`config.mk`:
```
export PLATFORM = sky130hd
export DESIGN_NAME = pdfs_top
export DESIGN_NICKNAME = d
export VERILOG_FILES = /design/src/common/pdfs_pkg.sv /design/src/rtl/pdfs_pin_cell.sv /design/src/rtl/pdfs_top.sv
export VERILOG_INCLUDE_DIRS = /design/src /design/src/common
export SDC_FILE = /design/constraint.sdc
export NUM_CORES = 1
export LEC_CHECK = 0
export BUFFER_PORTS_ARGS = -buffer_cell sky130_fd_sc_hd__buf_2
export CORE_ASPECT_RATIO = 0.75
export CORE_UTILIZATION = 49
export DETAILED_ROUTE_END_ITERATION = 8
export GPL_TIMING_DRIVEN = 0
export PLACE_DENSITY = 0.88
export REMOVE_ABC_BUFFERS = 1
export SKIP_CTS_REPAIR_TIMING = 1
export SYNTH_ARGS = -nofsm -noshare
export SYNTH_HDL_FRONTEND = slang
export SYNTH_SLANG_ARGS = --single-unit
```
`constraint.sdc`:
```
create_clock -name core_clk -period 1.7 [get_ports core_clk]
set_input_delay 0.34 -clock core_clk [delete_from_list [all_inputs] [get_ports core_clk]]
set_output_delay 0.34 -clock core_clk [all_outputs]
set_load 0.02 [all_outputs]
```
`src/common/pdfs_consts.svh`:
```
// Offsets, field positions, reset values and timing for the port D pin mux
`ifndef PDFS_CONSTS_SVH
`define PDFS_CONSTS_SVH

// Word index of each register on the bus (byte address is four times this)
`define PDFS_IDX_DIR        2'h0
`define PDFS_IDX_UPPER      2'h1
`define PDFS_IDX_LOWER      2'h2
`define PDFS_IDX_PINS       2'h3

// Reset values
`define PDFS_DIR_RESET      14'h0000
`define PDFS_UPPER_RESET    16'h0000
`define PDFS_LOWER_RESET    16'h0000

// Upper select register fields
`define PDFS_TOP_FUNC_HI    11
`define PDFS_TOP_FUNC_LO    10
`define PDFS_UPPER_RW_MASK  16'h0d55
`define PDFS_UPPER_RSVD     16'hf2aa

// Lower select register: odd bits are reserved
`define PDFS_LOWER_RW_MASK  16'h5555

// Top pin function codes
`define PDFS_TOP_GPIO       2'h0
`define PDFS_TOP_PULSE      2'h1
`define PDFS_TOP_CAN        2'h2

// Wait states before the slave answers
`define PDFS_WAIT_CYCLES    1

`endif

```
`src/common/pdfs_pkg.sv`:
```
// Types shared by the port D pin mux
package pdfs_pkg;

    // Pin function, one-hot
    typedef enum logic [2:0] {
        PDFS_FUNC_GPIO   = 3'b001,
        PDFS_FUNC_TIMER  = 3'b010,
        PDFS_FUNC_PERIPH = 3'b100
    } pdfs_func_type;

    // Drive toward one pad
    typedef struct packed {
        logic out;
        logic oe;
    } pdfs_pad_type;

    // Signals offered by the on-chip peripherals
    typedef struct packed {
        logic [7:0] timer_out;
        logic [4:0] pulse_lo;
        logic       pulse_6;
        logic       can_tx;
    } pdfs_periph_type;

endpackage

```
`src/rtl/pdfs_pin_cell.sv`:
```
// One pad driver: picks data and enable from the selected function
`timescale 1ns/10ps
module pdfs_pin_cell (
    input  wire logic                   core_clk,
    input  wire logic                   reset,
    input  wire pdfs_pkg::pdfs_func_type func,
    input  wire logic                   dir_bit,
    input  wire logic                   gpio_data,
    input  wire logic                   periph_data,
    output      pdfs_pkg::pdfs_pad_type pad
);
    import pdfs_pkg::*;

    pdfs_pad_type pad_reg;
    pdfs_pad_type pad_next;

    // Function-dependent source
    always_comb begin
        pad_next = '0;
        case (func)
            // direction gates gpio and timer only
            PDFS_FUNC_GPIO: begin
                pad_next.out = gpio_data;
                pad_next.oe  = dir_bit;
            end
            PDFS_FUNC_TIMER: begin
                pad_next.out = periph_data;
                pad_next.oe  = dir_bit;
            end
            PDFS_FUNC_PERIPH: begin
                pad_next.out = periph_data;
                pad_next.oe  = 1'b1;
            end
            default: begin
                pad_next = '0;
            end
        endcase
    end

    // Pad flops, released on reset
    always_ff @(posedge core_clk) begin
        if (reset) begin
            pad_reg <= '0;
        end else begin
            pad_reg <= pad_next;
        end
    end

    assign pad = pad_reg;

    property p_dir_enable;
        @(posedge core_clk) disable iff (reset)
        (func != PDFS_FUNC_PERIPH) |=> (pad.oe == $past(dir_bit));
    endproperty
    a_dir_enable: assert property (p_dir_enable)
        else $error("pad enable does not follow direction bit");

    property p_periph_drive;
        @(posedge core_clk) disable iff (reset)
        (func == PDFS_FUNC_PERIPH) |=>
            (pad.oe && pad.out == $past(periph_data));
    endproperty
    a_periph_drive: assert property (p_periph_drive)
        else $error("peripheral function not driving its pad");

endmodule // pdfs_pin_cell

```
`src/rtl/pdfs_top.sv`:
```
// Port D direction and function select with Avalon-MM register slave
//
// Notes on behaviour
// - A 14-bit direction register holds one bit per pin for pins 13..0.
// - Direction only matters for pins in general I/O or timer function.
// - Direction bit 1 makes an enabled pin an output, 0 an input.
// - Direction clears on power-on reset and hardware standby, not watchdog.
// - Direction keeps its value through software standby and sleep.
// - Upper select covers pins 13..8, lower select covers pins 7..0.
// - Both selects clear on power-on reset and hardware standby, not watchdog.
// - Both selects keep their values through software standby and sleep.
// - Upper select bits 15..12, 9, 7, 5, 3, 1 read zero; software writes 0.
// - Bits 11:10 pick pin 13: 00 I/O, 01 pulse 6, 10 CAN, 11 not allowed.
// - Bit 8 picks pin 12: 0 general I/O, 1 pulse output 4.
// - Bit 6 picks pin 11: 0 general I/O, 1 pulse output 3.
// - Bit 4 picks pin 10: 0 general I/O, 1 pulse output 2.
// - Bit 2 picks pin 9: 0 general I/O, 1 pulse output 1.
// - Bit 0 picks pin 8: 0 general I/O, 1 pulse output 0.
//
// The placing of the registers and the Avalon-MM slave port were left to the implementer.
`timescale 1ns/10ps
`include "pdfs_consts.svh"
module pdfs_top #(
    parameter int PIN_COUNT = 14
) (
    input  wire logic                    core_clk,
    input  wire logic                    reset,
    input  wire logic                    wdt_reset,
    input  wire logic                    hw_standby,
    input  wire logic [1:0]              address,
    input  wire logic                    read,
    input  wire logic                    write,
    input  wire logic [31:0]             writedata,
    input  wire logic [3:0]              byteenable,
    output      logic [31:0]             readdata,
    output      logic                    waitrequest,
    input  wire logic [13:0]             gpio_data,
    input  wire pdfs_pkg::pdfs_periph_type periph,
    input  wire logic [13:0]             pin_in,
    output      logic [13:0]             pin_out,
    output      logic [13:0]             pin_oe,
    output      logic [7:0]              timer_in
);
    import pdfs_pkg::*;

    // Layout is fixed by the register map
    if (PIN_COUNT != 14) begin : g_bad_count
        $error("pdfs_top serves exactly 14 pins");
    end

    // Maps one select bit to its function
    function automatic pdfs_func_type sel_func(input logic sel,
                                               input pdfs_func_type alt);
        sel_func = sel ? alt : PDFS_FUNC_GPIO;
    endfunction

    logic [13:0] dir_reg;
    logic [15:0] upper_reg;
    logic [15:0] lower_reg;
    logic        ack_reg;
    logic [31:0] readdata_reg;
    logic [13:0] dir_next;
    logic [15:0] upper_next;
    logic [15:0] lower_next;
    logic [31:0] readdata_next;

    wire         req_w       = read | write;
    wire         take_w      = write & ack_reg;
    wire         clear_w     = reset | hw_standby;
    wire  [15:0] lane_mask_w = {{8{byteenable[1]}}, {8{byteenable[0]}}};
    wire  [15:0] wdata_w     = writedata[15:0];
    wire  [1:0]  top_sel_w   = upper_reg[`PDFS_TOP_FUNC_HI:`PDFS_TOP_FUNC_LO];

    // Bus answer: one wait state, then done
    assign waitrequest = req_w & ~ack_reg;
    assign readdata    = readdata_reg;

    // Byte-lane merge of each register
    assign dir_next   = (dir_reg & ~lane_mask_w[13:0])
                      | (wdata_w[13:0] & lane_mask_w[13:0]);
    assign upper_next = ((upper_reg & ~lane_mask_w)
                      | (wdata_w & lane_mask_w)) & `PDFS_UPPER_RW_MASK;
    assign lower_next = ((lower_reg & ~lane_mask_w)
                      | (wdata_w & lane_mask_w)) & `PDFS_LOWER_RW_MASK;

    // Read mux; unmapped space reads zero
    always_comb begin
        readdata_next = 32'h0000_0000;
        case (address)
            // top two direction bits read zero
            `PDFS_IDX_DIR:   readdata_next = {18'h00000, dir_reg};
            `PDFS_IDX_UPPER: readdata_next = {16'h0000, upper_reg};
            `PDFS_IDX_LOWER: readdata_next = {16'h0000, lower_reg};
            `PDFS_IDX_PINS:  readdata_next = {18'h00000, pin_in};
            default:         readdata_next = 32'h0000_0000;
        endcase
    end

    // Handshake; watchdog reset only drops the bus answer
    always_ff @(posedge core_clk) begin
        if (reset || wdt_reset) begin
            ack_reg <= 1'b0;
        end else begin
            ack_reg <= req_w & ~ack_reg;
        end
    end

    // Read data captured ahead of the answering edge
    always_ff @(posedge core_clk) begin
        if (reset) begin
            readdata_reg <= 32'h0000_0000;
        end else if (read && !ack_reg) begin
            readdata_reg <= readdata_next;
        end
    end

    // clear on power-on or standby only
    always_ff @(posedge core_clk) begin
        if (clear_w) begin
            dir_reg <= `PDFS_DIR_RESET;
        end else if (take_w && address == `PDFS_IDX_DIR) begin
            dir_reg <= dir_next; // byte-lane write
        end
    end

    always_ff @(posedge core_clk) begin
        if (clear_w) begin
            upper_reg <= `PDFS_UPPER_RESET;
            lower_reg <= `PDFS_LOWER_RESET;
        end else if (take_w && address == `PDFS_IDX_UPPER) begin
            upper_reg <= upper_next;
        end else if (take_w && address == `PDFS_IDX_LOWER) begin
            lower_reg <= lower_next;
        end
    end

    // Per-pin function and peripheral source
    pdfs_func_type func_w   [14];
    logic [13:0]   periph_w;
    pdfs_pad_type  pad_w    [14];

    genvar gi;
    for (gi = 0; gi < 8; gi++) begin : g_lower
        assign func_w[gi]   = sel_func(lower_reg[2*gi], PDFS_FUNC_TIMER);
        assign periph_w[gi] = periph.timer_out[gi];
    end

    // pin 12 / pin 11 / pin 10 / pin 9 / pin 8
    for (gi = 8; gi < 13; gi++) begin : g_upper
        assign func_w[gi]   = sel_func(upper_reg[2*(gi-8)], PDFS_FUNC_PERIPH);
        assign periph_w[gi] = periph.pulse_lo[gi-8];
    end

    // top pin decode, 11 left as I/O
    assign func_w[13]   = (top_sel_w == `PDFS_TOP_PULSE ||
                           top_sel_w == `PDFS_TOP_CAN) ?
                          PDFS_FUNC_PERIPH : PDFS_FUNC_GPIO;
    assign periph_w[13] = (top_sel_w == `PDFS_TOP_CAN) ?
                          periph.can_tx : periph.pulse_6;

    // Pad drivers
    for (gi = 0; gi < 14; gi++) begin : g_pad
        pdfs_pin_cell u_cell (
            .core_clk    (core_clk),
            .reset       (reset),
            .func        (func_w[gi]),
            .dir_bit     (dir_reg[gi]),
            .gpio_data   (gpio_data[gi]),
            .periph_data (periph_w[gi]),
            .pad         (pad_w[gi])
        );
        assign pin_out[gi] = pad_w[gi].out;
        assign pin_oe[gi]  = pad_w[gi].oe;
    end

    // Timer capture inputs see the pads
    assign timer_in = pin_in[7:0];

    property p_dir_clear;
        @(posedge core_clk)
        reset |=> (dir_reg == `PDFS_DIR_RESET);
    endproperty
    a_dir_clear: assert property (p_dir_clear)
        else $error("direction not cleared by reset");

    property p_sel_clear;
        @(posedge core_clk)
        hw_standby |=> (upper_reg == 16'h0000 && lower_reg == 16'h0000);
    endproperty
    a_sel_clear: assert property (p_sel_clear)
        else $error("select registers not cleared in standby");

    property p_wdt_keep;
        @(posedge core_clk) disable iff (reset || hw_standby)
        (wdt_reset && !take_w) |=> $stable(dir_reg) && $stable(upper_reg);
    endproperty
    a_wdt_keep: assert property (p_wdt_keep)
        else $error("watchdog reset disturbed port registers");

    // full write lands on the next edge
    property p_dir_write;
        @(posedge core_clk) disable iff (reset || hw_standby)
        (take_w && address == `PDFS_IDX_DIR && byteenable[1:0] == 2'h3)
            |=> (dir_reg == $past(writedata[13:0]));
    endproperty
    a_dir_write: assert property (p_dir_write)
        else $error("direction write not stored");

    property p_upper_rsvd;
        @(posedge core_clk) disable iff (reset)
        (read && !waitrequest && address == `PDFS_IDX_UPPER)
            |-> ((readdata[15:0] & `PDFS_UPPER_RSVD) == 16'h0000);
    endproperty
    a_upper_rsvd: assert property (p_upper_rsvd)
        else $error("reserved upper select bits read non-zero");

    property p_dir_rsvd;
        @(posedge core_clk) disable iff (reset)
        (read && !waitrequest && address == `PDFS_IDX_DIR)
            |-> (readdata[31:14] == 18'h00000);
    endproperty
    a_dir_rsvd: assert property (p_dir_rsvd)
        else $error("direction bits 15 and 14 read non-zero");

    // CAN code routes transmit data to pin 13
    property p_can_route;
        @(posedge core_clk) disable iff (reset)
        (top_sel_w == `PDFS_TOP_CAN) |=>
            (pin_oe[13] && pin_out[13] == $past(periph.can_tx));
    endproperty
    a_can_route: assert property (p_can_route)
        else $error("pin 13 not carrying CAN transmit data");

    // pulse 4 reaches pin 12 one edge after the select write lands
    property p_pin12_pulse;
        @(posedge core_clk) disable iff (reset || hw_standby)
        (upper_reg[8] && $stable(upper_reg)) |=>
            (pin_out[12] == $past(periph.pulse_lo[4]));
    endproperty
    a_pin12_pulse: assert property (p_pin12_pulse)
        else $error("pin 12 not carrying pulse output 4");

    // Bus answer within one wait state
    property p_answer_bound;
        @(posedge core_clk) disable iff (reset || wdt_reset)
        $rose(req_w) |-> waitrequest ##1 !waitrequest;
    endproperty
    a_answer_bound: assert property (p_answer_bound)
        else $error("bus answer not given after one wait state");

endmodule // pdfs_top

```
* Word level (Yosys, flattened, before mapping)
Index checks and enable logic that the tools add are counted.
** Word-level totals
- Flip-flop bits (word level) :: 90
- Input port bits :: 87
- Output and inout bits :: 69
- Logic and storage cells :: 135
** Operators by class
- Eq/ne operators :: 47
- Muxes and demuxes :: 30
- Bitwise gates (word level) :: 16
- Reductions and logical operators :: 9
** Operator list (number)
- one-hot mux 32 bit (4 select lines) :: 1
- one-hot mux 2 bit (3 select lines) :: 14
- AND 15 bit :: 2
- AND 14 bit :: 2
- == test 2 x 3 -> 1 bit, second input constant :: 8
- == test 2 bit, second input constant :: 11
- == test 2 x 1 -> 1 bit, second input constant :: 10
- == test 3 x 1 -> 1 bit, second input constant :: 6
- == test 3 x 2 -> 1 bit, second input constant :: 6
- == test 3 bit, second input constant :: 6
- two-way mux 3 bit :: 6
- two-way mux 2 bit :: 8
- NOT 15 bit :: 1
- bitwise OR 15 bit :: 1
- NOT 14 bit :: 1
- bitwise OR 14 bit :: 1
- AND 12 bit :: 1
- bitwise OR 12 bit :: 1
- logical AND 1 bit :: 4
- AND 1 bit :: 2
- logical NOT 2 bit :: 1
- logical OR 1 bit :: 2
- NOT 1 bit :: 2
- bitwise OR 1 bit :: 2
- other kinds (3) :: 3

* Longest topological paths before layout
- Word-level depth :: 5
- Gate-level depth with buffers :: 5
- Gate-level depth less buffers :: 5

* Modules after synthesis
A second synthesis with hierarchy kept.
** Second synthesis, totals
- Cells, all modules :: 417
- Area, all modules :: 3887.5 um^2
** Modules (own cells, without submodules)
- pdfs_top :: times used 1, cells an instance 249, area an instance 2258.4 um^2, seq. area each 900.9 um^2
- pdfs_pin_cell :: times used 14, cells an instance 12, area an instance 116.4 um^2, seq. area each 40.0 um^2

* Worst setup path before layout
OpenSTA, ideal clock, no wires.
- Kind :: input-to-reg
- Start :: input port address[1]
- End :: register readdata_reg[0] (netlist: readdata[0])
- Library setup time :: 132 ps
- Arrival :: 1101 ps
- Data required time :: 1568 ps
- Slack :: 467 ps
- Stages :: 4
- Path buffers :: 1
- Cells stage by stage :: buf_6 > mux4_1 > nand2_1 > a21oi_1
** On the way
- Cells in the longest elaborated chain, start to end :: 2
** RTL lines
- from (decl) :: line pdfs_top.sv:30 : input wire logic [1:0] address,
- == test 2 bit, or another cell as far along :: line pdfs_top.sv:89 : case (address)
- one-hot mux 32 bit (4 select lines) * :: line pdfs_top.sv:89
- to (signal assigned) :: line pdfs_top.sv:113 : readdata_reg <= readdata_next;
- to (decl) :: line pdfs_top.sv:61 : logic [31:0] readdata_reg;
Mark *: on every way between the ends. The rest lies on a longest branch, timed or not. The select of a mux whose other input is x is not followed.
A chain may end at the register's enable or synchronous reset.

==> impl_summary.txt <==
----------------------------------------------------
[Run status]
  Result of the run ... completed

[Routing]
  Routed wirelength normalized by instance count ... 14.8 µm
  Total Routed Length ... 7390 µm
  1st-iter DRT viols ... 110
  Drt drc ... 0
  DRT Pass-1 Iters ... 4
  Per-cell via count in the routed design ... 4.98
  Post-route antenna net violation count ... 0
  Total vias in the final route ... 2,488

[Global routing]
  Initial antenna violation count ... 0
  Number of global-route vias before repair ... 2,319
  GRT overflow ... 0
  Wire length of the first global-routing pass ... 10,700 µm
  Total GRT Usage ... 0.220
  Pin count of the biggest net entering global routing ... 46

[Flow run]
  Number of max-cap violations ... 0

[Pwr]
  Internal power ... 2.90 mW
  Net switching fraction of the power ... 0.238
  Reg power frac ... 0.463
  Part of the total power dissipated in the clock network ... 0.434
  Switching power summed over all nets ... 904 µW
  Leakage power ... 1.80 nW
  Peak ir drop on the vdd network ... 0.557 mV
  Areal power density over the cells ... 1010 nW/µm²
  Part of the power in combinational logic ... 0.103

[Timing]
  Worst slew margin ... 0.371
  Final hold vios ... 0
  Period Utilization, post-route ... 0.877
  Timing-limited maximum frequency ... 671 MHz
  Max Slew Vio Count ... 0
  Post-route worst hold slack ... 0.165 ns
  Transition time at the pin with the least slew margin ... 0.944 ns
  RSZ-0062 raised after global routing ... false
  Final min period ... 1.49 ns
  Clk_skew ... 0.00854 ns
  Number of setup violations in the final report ... 0

[Hold path]
  Worst min path class ... in2reg

[Floorplanning]
  Initial Util ... 0.517
  Core footprint ... 5890 µm²
  Die Outline Area ... 6530 µm²
  Die Wd ... 93.0 µm
  Site Rows ... 24
  Vert. Die Dim ... 70.2 µm
  I/O Pins ... 156

[Clock tree]
  Num CTS Buffers ... 9
  Worst-Skew Late Latency ... 0.35 ns
  H-tree depth reported by CTS ... 3
  Maximum clock insertion buffer count ... 2
  Clock Pin Slew Worst Setup and Hold Paths ... 0.08 ns
  Clock tree root buffer cell ... clkbuf_8
  TritonCTS clock tree ... built
  Sinks on Clock Net ... 73

[Worst setup path]
  Worst-path fanout max ... 46
  Reg-to-reg setup timing slack ... 0.22 ns
  Launching element type of the critical path ... input pin
  Type of the setup path with the least slack ... in2reg
  Worst setup EP type ... register
  Data arrival time of the critical path ... 1.77 ns
  CP Data Required Time ... 1.98 ns

[Place]
  Placed wire-length estimate ... 5110 µm
  Routability-driven placement congestion ratio ... 0.776
  Number of buffers inserted by port buffering ... 119
  Dpl cells ... 483

[Cells and area]
  Non-filler instance count after layout ... 500
  Share of cells above drive strength 1 ... 0.341
  N_diodes ... 0
  Number of fill cells ... 520
  Area growth syn-to-layout ... 24.2%
  Number of nets in the final layout ... 505

[Synthesis]
  Unique masters post-synth ... 32
  Seq cells post-synth ... 73
  Yosys warning count ... 0
  Seq/Total Area, Yosys ... 0.480
  Cells after synthesis ... 312
  Cell area after synthesis ... 3040 µm²
  Post-Synthesis Mean Instance Area ... 9.75 µm²

----------------------------------------------------
## cell type report
class	instances	area [µm²]	area share
clock buffers	11	141	0.0374
clock inverters	5	103	0.0271
inverters	2	7.51	0.00199
multi-input cells	212	1370	0.363
flip-flops and latches	73	1460	0.387
well taps	78	97.6	0.0258
repair buffers	119	596	0.158
## cells in the mapped netlist
| master | count | area [µm²] |
|---|---|---|
| nand2_1 | 58 | 218 |
| nand3_1 | 3 | 15.0 |
| and2b_2 | 1 | 8.76 |
| nand4_1 | 1 | 6.26 |
| clkbuf_2 | 1 | 5.00 |
| inv_1 | 2 | 7.51 |
| clkbuf_1 | 1 | 3.75 |
| nor2_1 | 35 | 131 |
| nor2_2 | 1 | 6.26 |
| a211oi_1 | 1 | 7.51 |
| and2_2 | 1 | 7.51 |
| a221oi_1 | 7 | 61.3 |
| and3b_2 | 1 | 10.0 |
| nand2b_1 | 1 | 6.26 |
| nor3_1 | 7 | 35.0 |
| conb_1 | 1 | 3.75 |
| mux4_1 | 6 | 158 |
| buf_6 | 1 | 11.3 |
| nor4_1 | 1 | 6.26 |
| a21oi_1 | 8 | 40.0 |
| buf_1 | 4 | 15.0 |
| o21ai_0 | 1 | 5.00 |
| ha_1 | 1 | 12.5 |
| buf_4 | 28 | 210 |
| nor3b_2 | 1 | 12.5 |
| nor2b_1 | 9 | 56.3 |
| dfxtp_1 | 73 | 1460 |
| a2bb2oi_1 | 1 | 8.76 |
| buf_2 | 7 | 35.0 |
| and2_1 | 4 | 25.0 |
| mux2i_1 | 43 | 430 |
| mux2_2 | 2 | 22.5 |
## cells in the final DEF, fill, tap and decap left out, types with 3 or more instances in the layout
master     instances
nor2_1            35
nor2b_1            8
dfxtp_1           73
nand2_1           58
a21oi_1            8
bufinv_16          3
mux4_1             6
a221oi_1           7
clkbuf_8          10
mux2i_1           43
and2_1             3
nor3_1             7
buf_2            119
conb_1            17
nand3_1            3
## kinds of logic (layout without fill, tap and decap cells)
logic type      after synthesis  after routing  synth area share
simple gates                124            125             0.179
flops                        73             73             0.480
mux                          51             51             0.201
buf+inv                      44            137            0.0946
compound gates               18             18            0.0403
fa+ha+maj                     1              1           0.00411
other cells                   1             17           0.00123
## worst max-delay path: stages
cell     delay, ns
buf_2         0.40
nor2_4        0.63
nand2_1       0.21
mux2i_1       0.17
## routing by layer
layer	part of all wire	global-route usage
met5	0	0
met4	0.011	0.0752
met3	0.062	0.0654
met2	0.49	0.373
met1	0.44	0.265
## path summary, 6_finish.rpt
path	depth (start not counted)	startpoint	endpoint
worst max-delay path	4	reset	register
worst min-delay path	2	wdt_reset	ack_reg
worst max register to register	3	ack_reg	readdata[11]
worst min register to register	2	readdata[6]	readdata[6]
## through the flow
stage | utilization | power (mW) | instance area, µm² | setup WS (ns) | TNS (ns)
6_report | 0.642 | 3.80 | 3780 | 0.209 | 0
5_1_grt | 0.642 | 3.93 | 3780 | 0.0788 | 0
4_1_cts | 0.640 | 3.82 | 3760 | -0.196 | -0.969
3_5_place_dp | 0.598 | 2.19 | 3520 | -0.392 | -11.40
3_3_place_gp | 0.597 | 2.17 | 3520 | -0.887 | -24.24
2_1_floorplan | - | 1.99 | 2820 | 0.107 | 0
## power groups by stage
stage / clock (mW) / combinational [mW] / sequential, mW
2_1_floorplan: 0 / 0.141 / 1.85
3_3_place_gp: 0 / 0.372 / 1.80
3_5_place_dp: 0 / 0.384 / 1.80
4_1_cts: 1.68 / 0.385 / 1.76
5_1_grt: 1.74 / 0.422 / 1.77
6_report: 1.65 / 0.391 / 1.76
Note: power is estimated with default switching activity, not from simulation.
